--- src/shared/touch_pkg.sv ---
// Shared constants and types for the touch scan status sequencer.
package touch_pkg;
    // Channel space: 32 channels, pins 00..15 then 20..35
    localparam int NUM_CHANNELS = 32;
    localparam int CH_IDX_W = 5;
    localparam int PIN_NUM_W = 6;
    localparam logic [5:0] PIN_SPLIT_IDX = 6'h10;
    localparam logic [5:0] PIN_GAP = 6'h04;
    // Stabilisation and measurement counts, in operating-clock ticks
    localparam int TIME_CNT_W = 16;
    // Operating clock divider selections and terminal counts
    localparam logic [1:0] DIV_SEL_2 = 2'h0;
    localparam logic [1:0] DIV_SEL_4 = 2'h1;
    localparam logic [2:0] DIV_LIM_2 = 3'h1;
    localparam logic [2:0] DIV_LIM_4 = 3'h3;
    localparam logic [2:0] DIV_LIM_8 = 3'h7;
    localparam logic [2:0] DIV_RST = 3'h0;
    // Measurement modes
    localparam logic [1:0] MODE_SELF = 2'h0;
    localparam logic [1:0] MODE_MUTUAL = 2'h1;
    localparam logic [1:0] MODE_DC = 2'h2;
    // Scan mode select values
    localparam logic SCAN_SINGLE = 1'h0;
    localparam logic SCAN_MULTI = 1'h1;
    // Reset values
    localparam logic START_RST = 1'h0;
    localparam logic [CH_IDX_W-1:0] CH_RST = 5'h00;
    localparam logic [TIME_CNT_W-1:0] CNT_RST = 16'h0000;
    // Status counter, Gray coded along the scan path
    typedef enum logic [2:0] {
        ST_IDLE   = 3'h0, // Status 0
        ST_START  = 3'h1, // Status 1: pick channel
        ST_SETUP  = 3'h3, // Awaiting channel settings
        ST_STAB   = 3'h2, // Sensor stabilisation wait
        ST_MEAS   = 3'h6, // Measurement period
        ST_RDWAIT = 3'h7  // Awaiting result read
    } scan_state_t;
endpackage : touch_pkg

--- src/shared/chan_pick_if.sv ---
// Interface between the sequencer and its next-channel picker.
interface chan_pick_if #(parameter int NUM_CH = 32, parameter int IDX_W = 5);
    logic [NUM_CH-1:0] mask;    // Channels eligible for this scan
    logic [IDX_W-1:0] from_idx; // Lowest index to consider
    logic from_valid;           // Low when no index is left to search
    logic found;                // An eligible channel exists
    logic [IDX_W-1:0] idx;      // Lowest eligible channel
    modport picker (input mask, input from_idx, input from_valid,
                    output found, output idx);
    modport user (output mask, output from_idx, output from_valid,
                  input found, input idx);
endinterface : chan_pick_if

--- src/rtl/chan_picker.sv ---
// Finds the lowest eligible channel at or above a start index.
module chan_picker (
    chan_pick_if.picker pk
);
    localparam int N = $bits(pk.mask);
    localparam int W = $bits(pk.idx);
    logic [N-1:0] elig; // Mask bits at or above the start index

    // Qualify every bit against the start index
    genvar g;
    generate
        for (g = 0; g < N; g++) begin : g_elig
            assign elig[g] = pk.mask[g] & pk.from_valid &
                             (W'(g) >= pk.from_idx);
        end
    endgenerate

    assign pk.found = |elig;

    // Priority encode, lowest index wins
    always_comb begin
        pk.idx = '0;
        for (int i = N - 1; i >= 0; i--) begin
            if (elig[i]) begin
                pk.idx = W'(i);
            end
        end
    end
endmodule // chan_picker

--- src/rtl/touch_scan_status_sequencer.sv ---
// Status sequencer that runs a capacitive touch scan channel by channel.
// Notes on behaviour
// - Operating clock is system clock divided 2/4/8.
// - Up to 32 channels, pins 00-15, 20-35.
// - One status sequence for all three modes.
// - Status counter always shows current status.
// - Software trigger clears the start bit.
// - External trigger keeps start bit, awaits next.
// - Back to Status 0 after all channels.
// - Start 0 with init 1 forces stop.
// - Empty scan: Status 1, done, Status 0.
// - Empty when enable mask has no bit.
// - Single scan: empty if selected channel disabled.
// - Self mode: empty without any receive channel.
// - Mutual mode: empty lacking transmit or receive.
// - Setup, result read and done requests raised.
// - Mode bit 0 single channel, 1 all.
// - Drive starts only after channel settings written.
// - Read request after stabilisation and measurement.
module touch_scan_status_sequencer
    import touch_pkg::*;
#(
    parameter int NUM_CH = NUM_CHANNELS,
    parameter int CNT_W = TIME_CNT_W
) (
    input wire logic clk_i,
    input wire logic nrst_i,
    input wire logic [1:0] clk_div_sel_i,
    input wire logic [1:0] meas_mode_i,
    input wire logic scan_mode_select_i,
    input wire logic ext_trig_sel_i,
    input wire logic [NUM_CH-1:0] channel_enable_mask_i,
    input wire logic [NUM_CH-1:0] channel_tx_rx_select_i,
    input wire logic [CH_IDX_W-1:0] single_scan_channel_select_i,
    input wire logic [CNT_W-1:0] stab_ticks_i,
    input wire logic [CNT_W-1:0] meas_ticks_i,
    input wire logic ctrl_write_i,
    input wire logic ctrl_start_wdata_i,
    input wire logic ctrl_init_wdata_i,
    input wire logic event_link_trigger_i,
    input wire logic setting_written_i,
    input wire logic result_read_i,
    output logic measure_start_bit_o,
    output logic [2:0] status_o,
    output logic [CH_IDX_W-1:0] channel_index_o,
    output logic [PIN_NUM_W-1:0] sense_pin_o,
    output logic drive_enable_o,
    output logic op_tick_o,
    output logic channel_setup_request_o,
    output logic result_read_request_o,
    output logic scan_done_irq_o
);
    scan_state_t state_q, state_d;     // Status counter
    logic [2:0] div_q;                 // Operating clock divider
    logic start_q, start_d;            // Measure start bit
    logic [CH_IDX_W-1:0] chan_q, chan_d;
    logic [CNT_W-1:0] cnt_q, cnt_d;    // Stabilise / measure countdown
    logic setup_q, setup_d;            // One-cycle request pulses
    logic read_q, read_d;
    logic done_q, done_d;
    logic set_pend_q, rd_pend_q, trig_pend_q;
    logic [2:0] trig_sync_q;           // Trigger pin synchroniser
    logic trig_lvl_q;                  // Filtered trigger level

    // Decoded controls
    wire [2:0] div_lim = (clk_div_sel_i == DIV_SEL_2) ? DIV_LIM_2 :
                         (clk_div_sel_i == DIV_SEL_4) ? DIV_LIM_4 :
                         DIV_LIM_8;
    wire tick = (div_q >= div_lim);
    wire stop = ctrl_write_i & ~ctrl_start_wdata_i & ctrl_init_wdata_i;
    wire idle = (state_q == ST_IDLE);
    wire sw_go = idle & start_q & ~ext_trig_sel_i & tick;
    wire ext_go = idle & start_q & ext_trig_sel_i & trig_pend_q & tick;
    wire trig_agree = (trig_sync_q[1] == trig_sync_q[2]);
    wire trig_edge = trig_agree & trig_sync_q[1] & ~trig_lvl_q;
    wire last_chan = (chan_q == CH_IDX_W'(NUM_CH - 1));

    // Candidate channels per scan mode and measurement mode
    wire [NUM_CH-1:0] single_hot = NUM_CH'(1) << single_scan_channel_select_i;
    wire [NUM_CH-1:0] scope = (scan_mode_select_i == SCAN_SINGLE) ?
        (channel_enable_mask_i & single_hot) :
        channel_enable_mask_i;
    wire [NUM_CH-1:0] tx_set = channel_enable_mask_i & channel_tx_rx_select_i;
    wire [NUM_CH-1:0] rx_set = scope & ~channel_tx_rx_select_i;
    wire [NUM_CH-1:0] cand = (meas_mode_i == MODE_DC) ? scope : rx_set;
    // Mutual needs a transmitter as well; tx channels are not measured
    wire no_tx = (meas_mode_i == MODE_MUTUAL) & ~(|tx_set);
    wire empty = ~(|channel_enable_mask_i) | ~(|cand) | no_tx;

    // Next-channel search shared by scan start and every channel end
    chan_pick_if #(.NUM_CH(NUM_CH), .IDX_W(CH_IDX_W)) pick ();
    assign pick.mask = cand;
    assign pick.from_idx = (state_q == ST_START) ? CH_RST :
                           CH_IDX_W'(chan_q + 1'b1);
    assign pick.from_valid = (state_q == ST_START) | ~last_chan;
    chan_picker u_picker (
        .pk(pick)
    );

    // Divider: a tick marks each operating clock period
    always_ff @(posedge clk_i) begin
        if (!nrst_i) div_q <= DIV_RST;
        else if (tick) div_q <= DIV_RST;
        else div_q <= 3'(div_q + 1'b1);
    end

    // Trigger pin: three flops, level counts once stages two and three agree
    always_ff @(posedge clk_i) begin
        if (!nrst_i) begin
            trig_sync_q <= 3'h0;
            trig_lvl_q <= 1'b0;
        end else begin
            trig_sync_q <= {trig_sync_q[1:0], event_link_trigger_i};
            if (trig_agree) trig_lvl_q <= trig_sync_q[1];
        end
    end

    // Pending answers; a new event beats the consuming clear
    always_ff @(posedge clk_i) begin
        if (!nrst_i || stop) begin
            trig_pend_q <= 1'b0;
            set_pend_q <= 1'b0;
            rd_pend_q <= 1'b0;
        end else begin
            // Triggers only count while idle with the start bit set
            trig_pend_q <= (trig_edge & idle & start_q) |
                           (trig_pend_q & ~ext_go & start_q);
            set_pend_q <= (setting_written_i & state_q == ST_SETUP) |
                          (set_pend_q & state_q == ST_SETUP);
            rd_pend_q <= (result_read_i & state_q == ST_RDWAIT) |
                         (rd_pend_q & state_q == ST_RDWAIT);
        end
    end

    // Start bit: write, software-trigger self clear, forced stop
    always_comb begin
        if (stop) start_d = 1'b0;
        else if (ctrl_write_i) start_d = ctrl_start_wdata_i;
        else if (sw_go) start_d = 1'b0;
        else start_d = start_q; // External trigger keeps it
    end

    // Status sequence, common to self, mutual and DC modes
    always_comb begin
        state_d = state_q;
        chan_d = chan_q;
        cnt_d = cnt_q;
        setup_d = 1'b0;
        read_d = 1'b0;
        done_d = 1'b0;
        case (state_q)
            ST_IDLE: begin
                if (sw_go || ext_go) state_d = ST_START;
            end
            ST_START: begin
                if (tick && empty) begin
                    state_d = ST_IDLE;
                    done_d = 1'b1;
                end else if (tick) begin
                    state_d = ST_SETUP;
                    chan_d = pick.idx;
                    setup_d = 1'b1;
                end
            end
            ST_SETUP: begin
                if (tick && set_pend_q) begin
                    state_d = ST_STAB;
                    cnt_d = stab_ticks_i;
                end
            end
            ST_STAB: begin
                if (tick && cnt_q == CNT_RST) begin
                    state_d = ST_MEAS;
                    cnt_d = meas_ticks_i;
                end else if (tick) begin
                    cnt_d = CNT_W'(cnt_q - 1'b1);
                end
            end
            ST_MEAS: begin
                if (tick && cnt_q == CNT_RST) begin
                    state_d = ST_RDWAIT;
                    read_d = 1'b1;
                end else if (tick) begin
                    cnt_d = CNT_W'(cnt_q - 1'b1);
                end
            end
            ST_RDWAIT: begin
                if (tick && rd_pend_q &&
                    scan_mode_select_i == SCAN_MULTI && pick.found) begin
                    state_d = ST_SETUP;
                    chan_d = pick.idx;
                    setup_d = 1'b1;
                end else if (tick && rd_pend_q) begin
                    state_d = ST_IDLE;
                    done_d = 1'b1;
                end
            end
            default: state_d = ST_IDLE;
        endcase
        if (stop) begin
            state_d = ST_IDLE;
            setup_d = 1'b0;
            read_d = 1'b0;
            done_d = 1'b0;
        end
    end

    // Sequencer registers
    always_ff @(posedge clk_i) begin
        if (!nrst_i) begin
            state_q <= ST_IDLE;
            start_q <= START_RST;
            chan_q <= CH_RST;
            cnt_q <= CNT_RST;
            {setup_q, read_q, done_q} <= 3'h0;
        end else begin
            state_q <= state_d;
            start_q <= start_d;
            chan_q <= chan_d;
            cnt_q <= cnt_d;
            {setup_q, read_q, done_q} <= {setup_d, read_d, done_d};
        end
    end

    // Outputs; the pin number skips the gap between 15 and 20
    wire [PIN_NUM_W-1:0] chan_ext = PIN_NUM_W'(chan_q);
    assign sense_pin_o = (chan_ext >= PIN_SPLIT_IDX) ?
                         PIN_NUM_W'(chan_ext + PIN_GAP) : chan_ext;
    assign measure_start_bit_o = start_q;
    assign status_o = state_q;
    assign channel_index_o = chan_q;
    assign drive_enable_o = (state_q == ST_STAB) | (state_q == ST_MEAS);
    assign op_tick_o = tick;
    assign channel_setup_request_o = setup_q;
    assign result_read_request_o = read_q;
    assign scan_done_irq_o = done_q;
endmodule // touch_scan_status_sequencer

--- config.mk ---
export PLATFORM = sky130hd
export DESIGN_NAME = touch_scan_status_sequencer
export DESIGN_NICKNAME = d
export VERILOG_FILES = /design/src/shared/touch_pkg.sv /design/src/shared/chan_pick_if.sv /design/src/rtl/chan_picker.sv /design/src/rtl/touch_scan_status_sequencer.sv
export SDC_FILE = /design/constraint.sdc
export NUM_CORES = 1
export LEC_CHECK = 0
export BUFFER_PORTS_ARGS = -buffer_cell sky130_fd_sc_hd__buf_2
export CORE_MARGIN = 2
export CORE_UTILIZATION = 45
export CTS_CLUSTER_DIAMETER = 80
export DETAILED_ROUTE_END_ITERATION = 12
export GPL_TIMING_DRIVEN = 1
export PLACE_DENSITY = 0.74
export SLEW_MARGIN = 30
export SYNTH_ARGS = -nofsm -noshare
export SYNTH_HDL_FRONTEND = slang
export SYNTH_SLANG_ARGS = --single-unit
--- constraint.sdc ---
create_clock -name clk_i -period 3.07 [get_ports clk_i]
set_input_delay 0.614 -clock clk_i [delete_from_list [all_inputs] [get_ports clk_i]]
set_output_delay 0.614 -clock clk_i [all_outputs]
set_load 0.03 [all_outputs]
# Yosys cells after proc, flatten, opt, wreduce, memory -nomap -nowiden
# Index checks and enable logic that the tools add are counted.
# word_totals
out_inout_bits	20
word_cells	268
inputBits	115
ff_bits	38
# classes
n_addsub	4
n_mux	67
shift	1
eq_ne	20
bitwise	104
reduce_logical	25
n_lt_le_gt_ge	34
# op_table
operator	count
5-bit 2-to-1 mux	36
32-bit OR reduction	4
32-bit bitwise AND	3
1-bit bitwise AND	83
5-bit greater-or-equal comparator, first input constant	16
16-bit 2-to-1 mux	4
32-bit 2-to-1 mux	2
16-bit case mux with 3 select lines	1
4-bit by 5-bit greater-or-equal comparator with 1-bit output, first input constant	8
32-bit inverter	1
1-bit by 5-bit << shifter with 32-bit output, first input constant	1
3-bit 2-to-1 mux	10
3-bit by 5-bit greater-or-equal comparator with 1-bit output, first input constant	4
3-bit case mux with 6 select lines	1
16-bit logical NOT	1
16-bit by 1-bit subtractor with 16-bit output, second input constant	1
1-bit by 5-bit greater-or-equal comparator with 1-bit output, first input constant	2
2-bit by 5-bit greater-or-equal comparator with 1-bit output, first input constant	2
2-bit != test, second input constant	5
1-bit inverter	10
5-bit case mux with 2 select lines	1
1-bit 2-to-1 mux	9
1-bit bitwise OR	7
5-bit by 3-bit adder with 6-bit output, second input constant	1
other kinds (28)	42

# Longest topological paths before layout
# depth
depth_word	42
ltp_mapped	13
mapped_depth_nobuf	12

# By module
# A second synthesis with hierarchy kept.
# unflattened
hier_cells	731
hier_area_um2	4814.6
# by_module_without_submodules
module	seq_area_each_um2	area_per_inst_um2	cells_per_inst	instances
touch_scan_status_sequencer	760.7	3682.3	543	1
chan_picker	0.0	1132.3	188	1

# Worst setup path before layout
# OpenSTA, ideal clock, no wires.
# synth_path
path_kind	flip-flop to flip-flop
from	reg chan_q[0] (netlist: channel_index_o[0])
to	reg chan_q[0] (netlist: channel_index_o[0])
t_arrival_ps	3340
path_buffers	1
setup_time_ps	96
synth_period_minus_slack_ps	3436
required_ps	2974
path_slack_ps	-366
stages_incl_launch_ff	14
path_cell_list	dfxtp_1 ha_1 and2_1 ha_1 clkbuf_1 nand2b_1 mux2i_2 a211oi_1 nor4b_4 a41oi_2 nor3_2 a2111oi_4 or3_1 o41ai_2
# synth_between
elab_chain_cells	40
elab_cells_between_ends	141
cone_classes	1 x add/sub; 32 x order compare; 2 x eq/ne; 37 x mux; 66 x bitwise; 3 x reduce/logical
# synth_lines
element	line_no	text
from (decl)	touch_scan_status_sequencer.sv:56	logic [CH_IDX_W-1:0] chan_q, chan_d;
from (signal assigned)	touch_scan_status_sequencer.sv:219	chan_q <= chan_d;
parallel branches: the longest is 40 deep, another holds 5-bit by 1-bit adder with 5-bit output	-	
# Several ways; the timed one is not identified. The select of a mux whose other input is x is not followed.
# A chain may end at the register's enable or synchronous reset.

# Worst setup path after layout
# layout_path
from	reg chan_q[0] (netlist: channel_index_o[0])
to	reg chan_q[1] (netlist: channel_index_o[1])
# The elaborated chain is that of the path after synthesis.

==> results.py <==
metrics = {
    "global_route": {
        "antenna_found_initial": 1,
        "grt_first_pass_wirelength_um": 29060,
        "grt.overflow.total": 0,
        "grt_usage_pct": 35.03,
        "grt_use_met1_pct": 49.12,
        "grt_max_degree": 27,
        "top_usage_layer": "met2",
        "grt_pass1_vias": 5634,
        "grt_util_met2_pct": 53.65,
        "grt.met3_usage_pct": 6.250,
    },
    "placement": {
        "placed_area_um2": 6070,
        "io_buffers": 134,
        "dp.cells": 986,
        "dp_hpwl_um": 15460,
        "gp_congestion": 1.046,
    },
    "finish": {
        "multi_input_area_um2": 3627,
        "nFillCells": 834,
        "fin_area_um2": 6539,
        "area_growth_syn_to_layout_pct": 47.09,
        "instances_no_fill": 1011,
        "seqCellArea_um2": 768.2,
        "postLayoutCoreUtil_pct": 67.52,
        "layout-drive-gt1-share_pct": 38.95,
        "num-nets-final": 1002,
        "n_antenna_cell": 0,
    },
    "synthesis": {
        "avgSynthCellArea_um2": 7.023,
        "yosys.area.top_type": "dfxtp_1",
        "synth_most_common_cell": "nand2_1",
        "syn_nets": 758,
        "synth_seq_cells": 38,
        "ys.flop_type": "dfxtp_1",
        "ys_types": 87,
        "yosys_warnings": 0,
        "postSynth.asyncResetShare_pct": 0,
        "yosysTopAreaCellShare_pct": 17.11,
        "yosys-top-cells-area": "dfxtp_1 17%, a21oi_1 6.2%, nand2_1 5.6%",
        "netlist_area_um2": 4446,
        "synth_cells": 633,
        "synth_enable_flop_cells": 0,
        "yosys-top-cells-count": "66 x nand2_1, 55 x a21oi_1, 46 x o21ai_0",
        "yosysSeqAreaShare_pct": 17.11,
    },
    "drt": {
        "vias_per_cell": 6.140,
        "routed_wl_um": 19360,
        "ant_nets": 0,
        "route.detailed.drc": 0,
        "dr.pass1.iters": 5,
        "via_count": 6208,
        "detail_route.wl_per_cell_um": 19.15,
        "drtIter0Drc": 501,
    },
    "clock_network": {
        "clk_latency_ns": 0.30,
        "cts.clk_slew.worst_paths_ns": 0.08,
        "htree_num_levels": 2,
        "cts_buffers": 5,
        "cts_tree": "built",
        "clk_path_buf_depth": 2,
        "clock_sinks": 38,
        "cts_root_buf": "clkbuf_8",
    },
    "sta": {
        "setup_viol": 0,
        "hold_viol_final": 0,
        "fin_crit_ns": 3.042,
        "post-route-period-util_pct": 99.09,
        "slew_headroom_pct": 65.20,
        "slew_viol_final": 0,
        "tns_ns": 0,
        "worstMarginPinSlew_ns": 0.5166,
        "fin_skew_ns": 0.008380,
        "fmax_ghz": 0.3287,
        "rsz0062_at_grt": "true",
    },
    "floorplan": {
        "row_count": 36,
        "start_util_pct": 45.90,
        "io-pin-count": 135,
        "core_um2": 9684,
        "die_area_um2": 10690,
        "die_h_um": 103.4,
        "die_x_um": 103.4,
    },
    "power": {
        "p_leak_nw": 3.008,
        "intPower_mw": 1.015,
        "clkPwrFrac_pct": 22.3,
        "p_sw_uw": 620.8,
        "power_frac_seq_pct": 31.5,
        "switching_share_pct": 37.96,
        "p_per_area_nw_per_um2": 250.1,
        "combPwrFrac_pct": 46.2,
        "peakVddDrop_uv": 234.9,
    },
    "worst_setup_path": {
        "path_delay_family": "compound AO/OA/AOI/OAI gates",
        "cp.required_ns": 3.25,
        "critPathBufInv": 1,
        "slowest_stage": "or3b_2",
        "crit_fanout": 8,
        "worstPathCellList": "ha_4, and2_4, ha_4, buf_4, and2_4, o21ai_0, a32oi_1, or3b_2, o31ai_1, a21oi_1, o211ai_1, mux2i_1",
        "cp_slowest_stage_delay_ns": 0.49,
        "start_kind": "register",
        "crit_type": "register to register",
        "cp.arrival_ns": 3.22,
        "r2r_slack_ns": 0.03,
        "r2r_start": "channel_index_o[0]$_SDFFE_PN0P_",
        "cp-end-kind": "register",
        "setup.worst_path.start": "channel_index_o[0]$_SDFFE_PN0P_",
    },
    "run": {
        "maxCapViolations": 0,
    },
    "worst_hold_path": {
        "worst_hold_path_type": "register to register",
        "hp-start": "trig_sync_q[0]$_SDFF_PN0_",
    },
    "status": {
        "status": "finished, final reports clean",
    },
}
power by group through the flow:
stage / Clock [mW] / Combinational, mW / Sequential, mW
4_1_cts: 0.367 / 0.716 / 0.515
3_5_place_dp: 0 / 0.697 / 0.527
2_1_floorplan: 0 / 0.363 / 0.531
6_report: 0.365 / 0.756 / 0.515
5_1_grt: 0.394 / 0.808 / 0.517
3_3_place_gp: 0 / 0.693 / 0.525
final timing paths:
check,endpoint,cells past startpoint
worst max-delay path,channel_index_o[1]$_SDFFE_PN0P_,12
worst max register to register,channel_index_o[1]$_SDFFE_PN0P_,12
worst min register to register,trig_sync_q[1]$_SDFF_PN0_,1
worst min-delay path,trig_sync_q[1]$_SDFF_PN0_,1
layer usage:
layer | vias up | wire, µm
met1 | 2922 | 8288
met2 | 353 | 8638
li1 | 2873 | -
met4 | 2 | 629
met5 | - | 13
met3 | 58 | 1792
kinds of logic (layout without fill, tap and decap cells):
logic type,Yosys count,after routing,synth area share (%)
AO/OA/AOI/OAI,237,237,36.96
XOR/XNOR,11,11,2.505
adder cells (fa/ha/maj),10,10,2.815
buffers and inverters,76,321,7.317
flip-flops,38,38,17.11
multiplexers,9,9,2.111
AND/OR/NAND/NOR,252,252,31.19
through the flow:
stage / hold WS, ns / worst slack, ns / power (mW)
floorplan: 0.4119 / 0.008269 / 0.8942
global placement: 0.4149 / -0.2905 / 1.217
detailed placement: 0.4380 / -0.3238 / 1.224
CTS: 0.4585 / 0.006866 / 1.598
global route: 0.4759 / -0.02936 / 1.718
finish: 0.4544 / 0.02804 / 1.636
layout by cell type (no fill, tap or decap), types with 8 or more instances in the layout:
cell type	synthesis	routed
o211ai_1	19	19
o21ai_0	46	40
nor2b_1	10	8
a211oi_1	16	14
nand4_1	11	11
nand2_1	66	64
dfxtp_1	38	34
buf_4	4	130
a21oi_1	55	55
nand3_1	20	20
buf_2	6	134
o21ai_1	5	10
inv_1	43	43
mux2i_1	8	8
nor4_1	14	14
nor3_1	23	20
nor2_1	42	39
and2_1	10	8
worst reg2reg max path, stage by stage, from the launching register on:
cell      delay, ns
dfxtp_4        0.36
ha_4           0.16
and2_4         0.14
ha_4           0.29
buf_4          0.18
and2_4         0.17
o21ai_0        0.10
a32oi_1        0.33
or3b_2         0.49
o31ai_1        0.28
a21oi_1        0.12
o211ai_1       0.21
mux2i_1        0.11
area by class of cell:
| cell class | count | area share (%) |
|---|---|---|
| clock buffers | 7 | 1.320 |
| clock inverters | 1 | 0.07654 |
| flip-flops and latches | 38 | 11.75 |
| multi-input cells | 519 | 55.47 |
| well taps | 133 | 2.545 |
| inverters | 44 | 2.526 |
| repair buffers | 269 | 26.31 |
flip-flops by register name, summed over array words and instances, names as in the netlist:
register,count
cnt_q,16
channel_index_o,5
div_q,3
status_o,3
trig_sync_q,3
channel_setup_request_o,1
measure_start_bit_o,1
rd_pend_q,1
result_read_request_o,1
scan_done_irq_o,1
set_pend_q,1
trig_lvl_q,1
trig_pend_q,1
repair_timing:
item / CTS / global route
cloned: 0 / 0
setup endpoints to repair: 7 / 15
gates resized for setup: 18 / 32
buffers inserted: 8 / 9
endpoints found under the hold margin: 0 / 0
pin swaps: 9 / 16
hold buffers: 0 / 0
(Power assumes the default switching activity.)
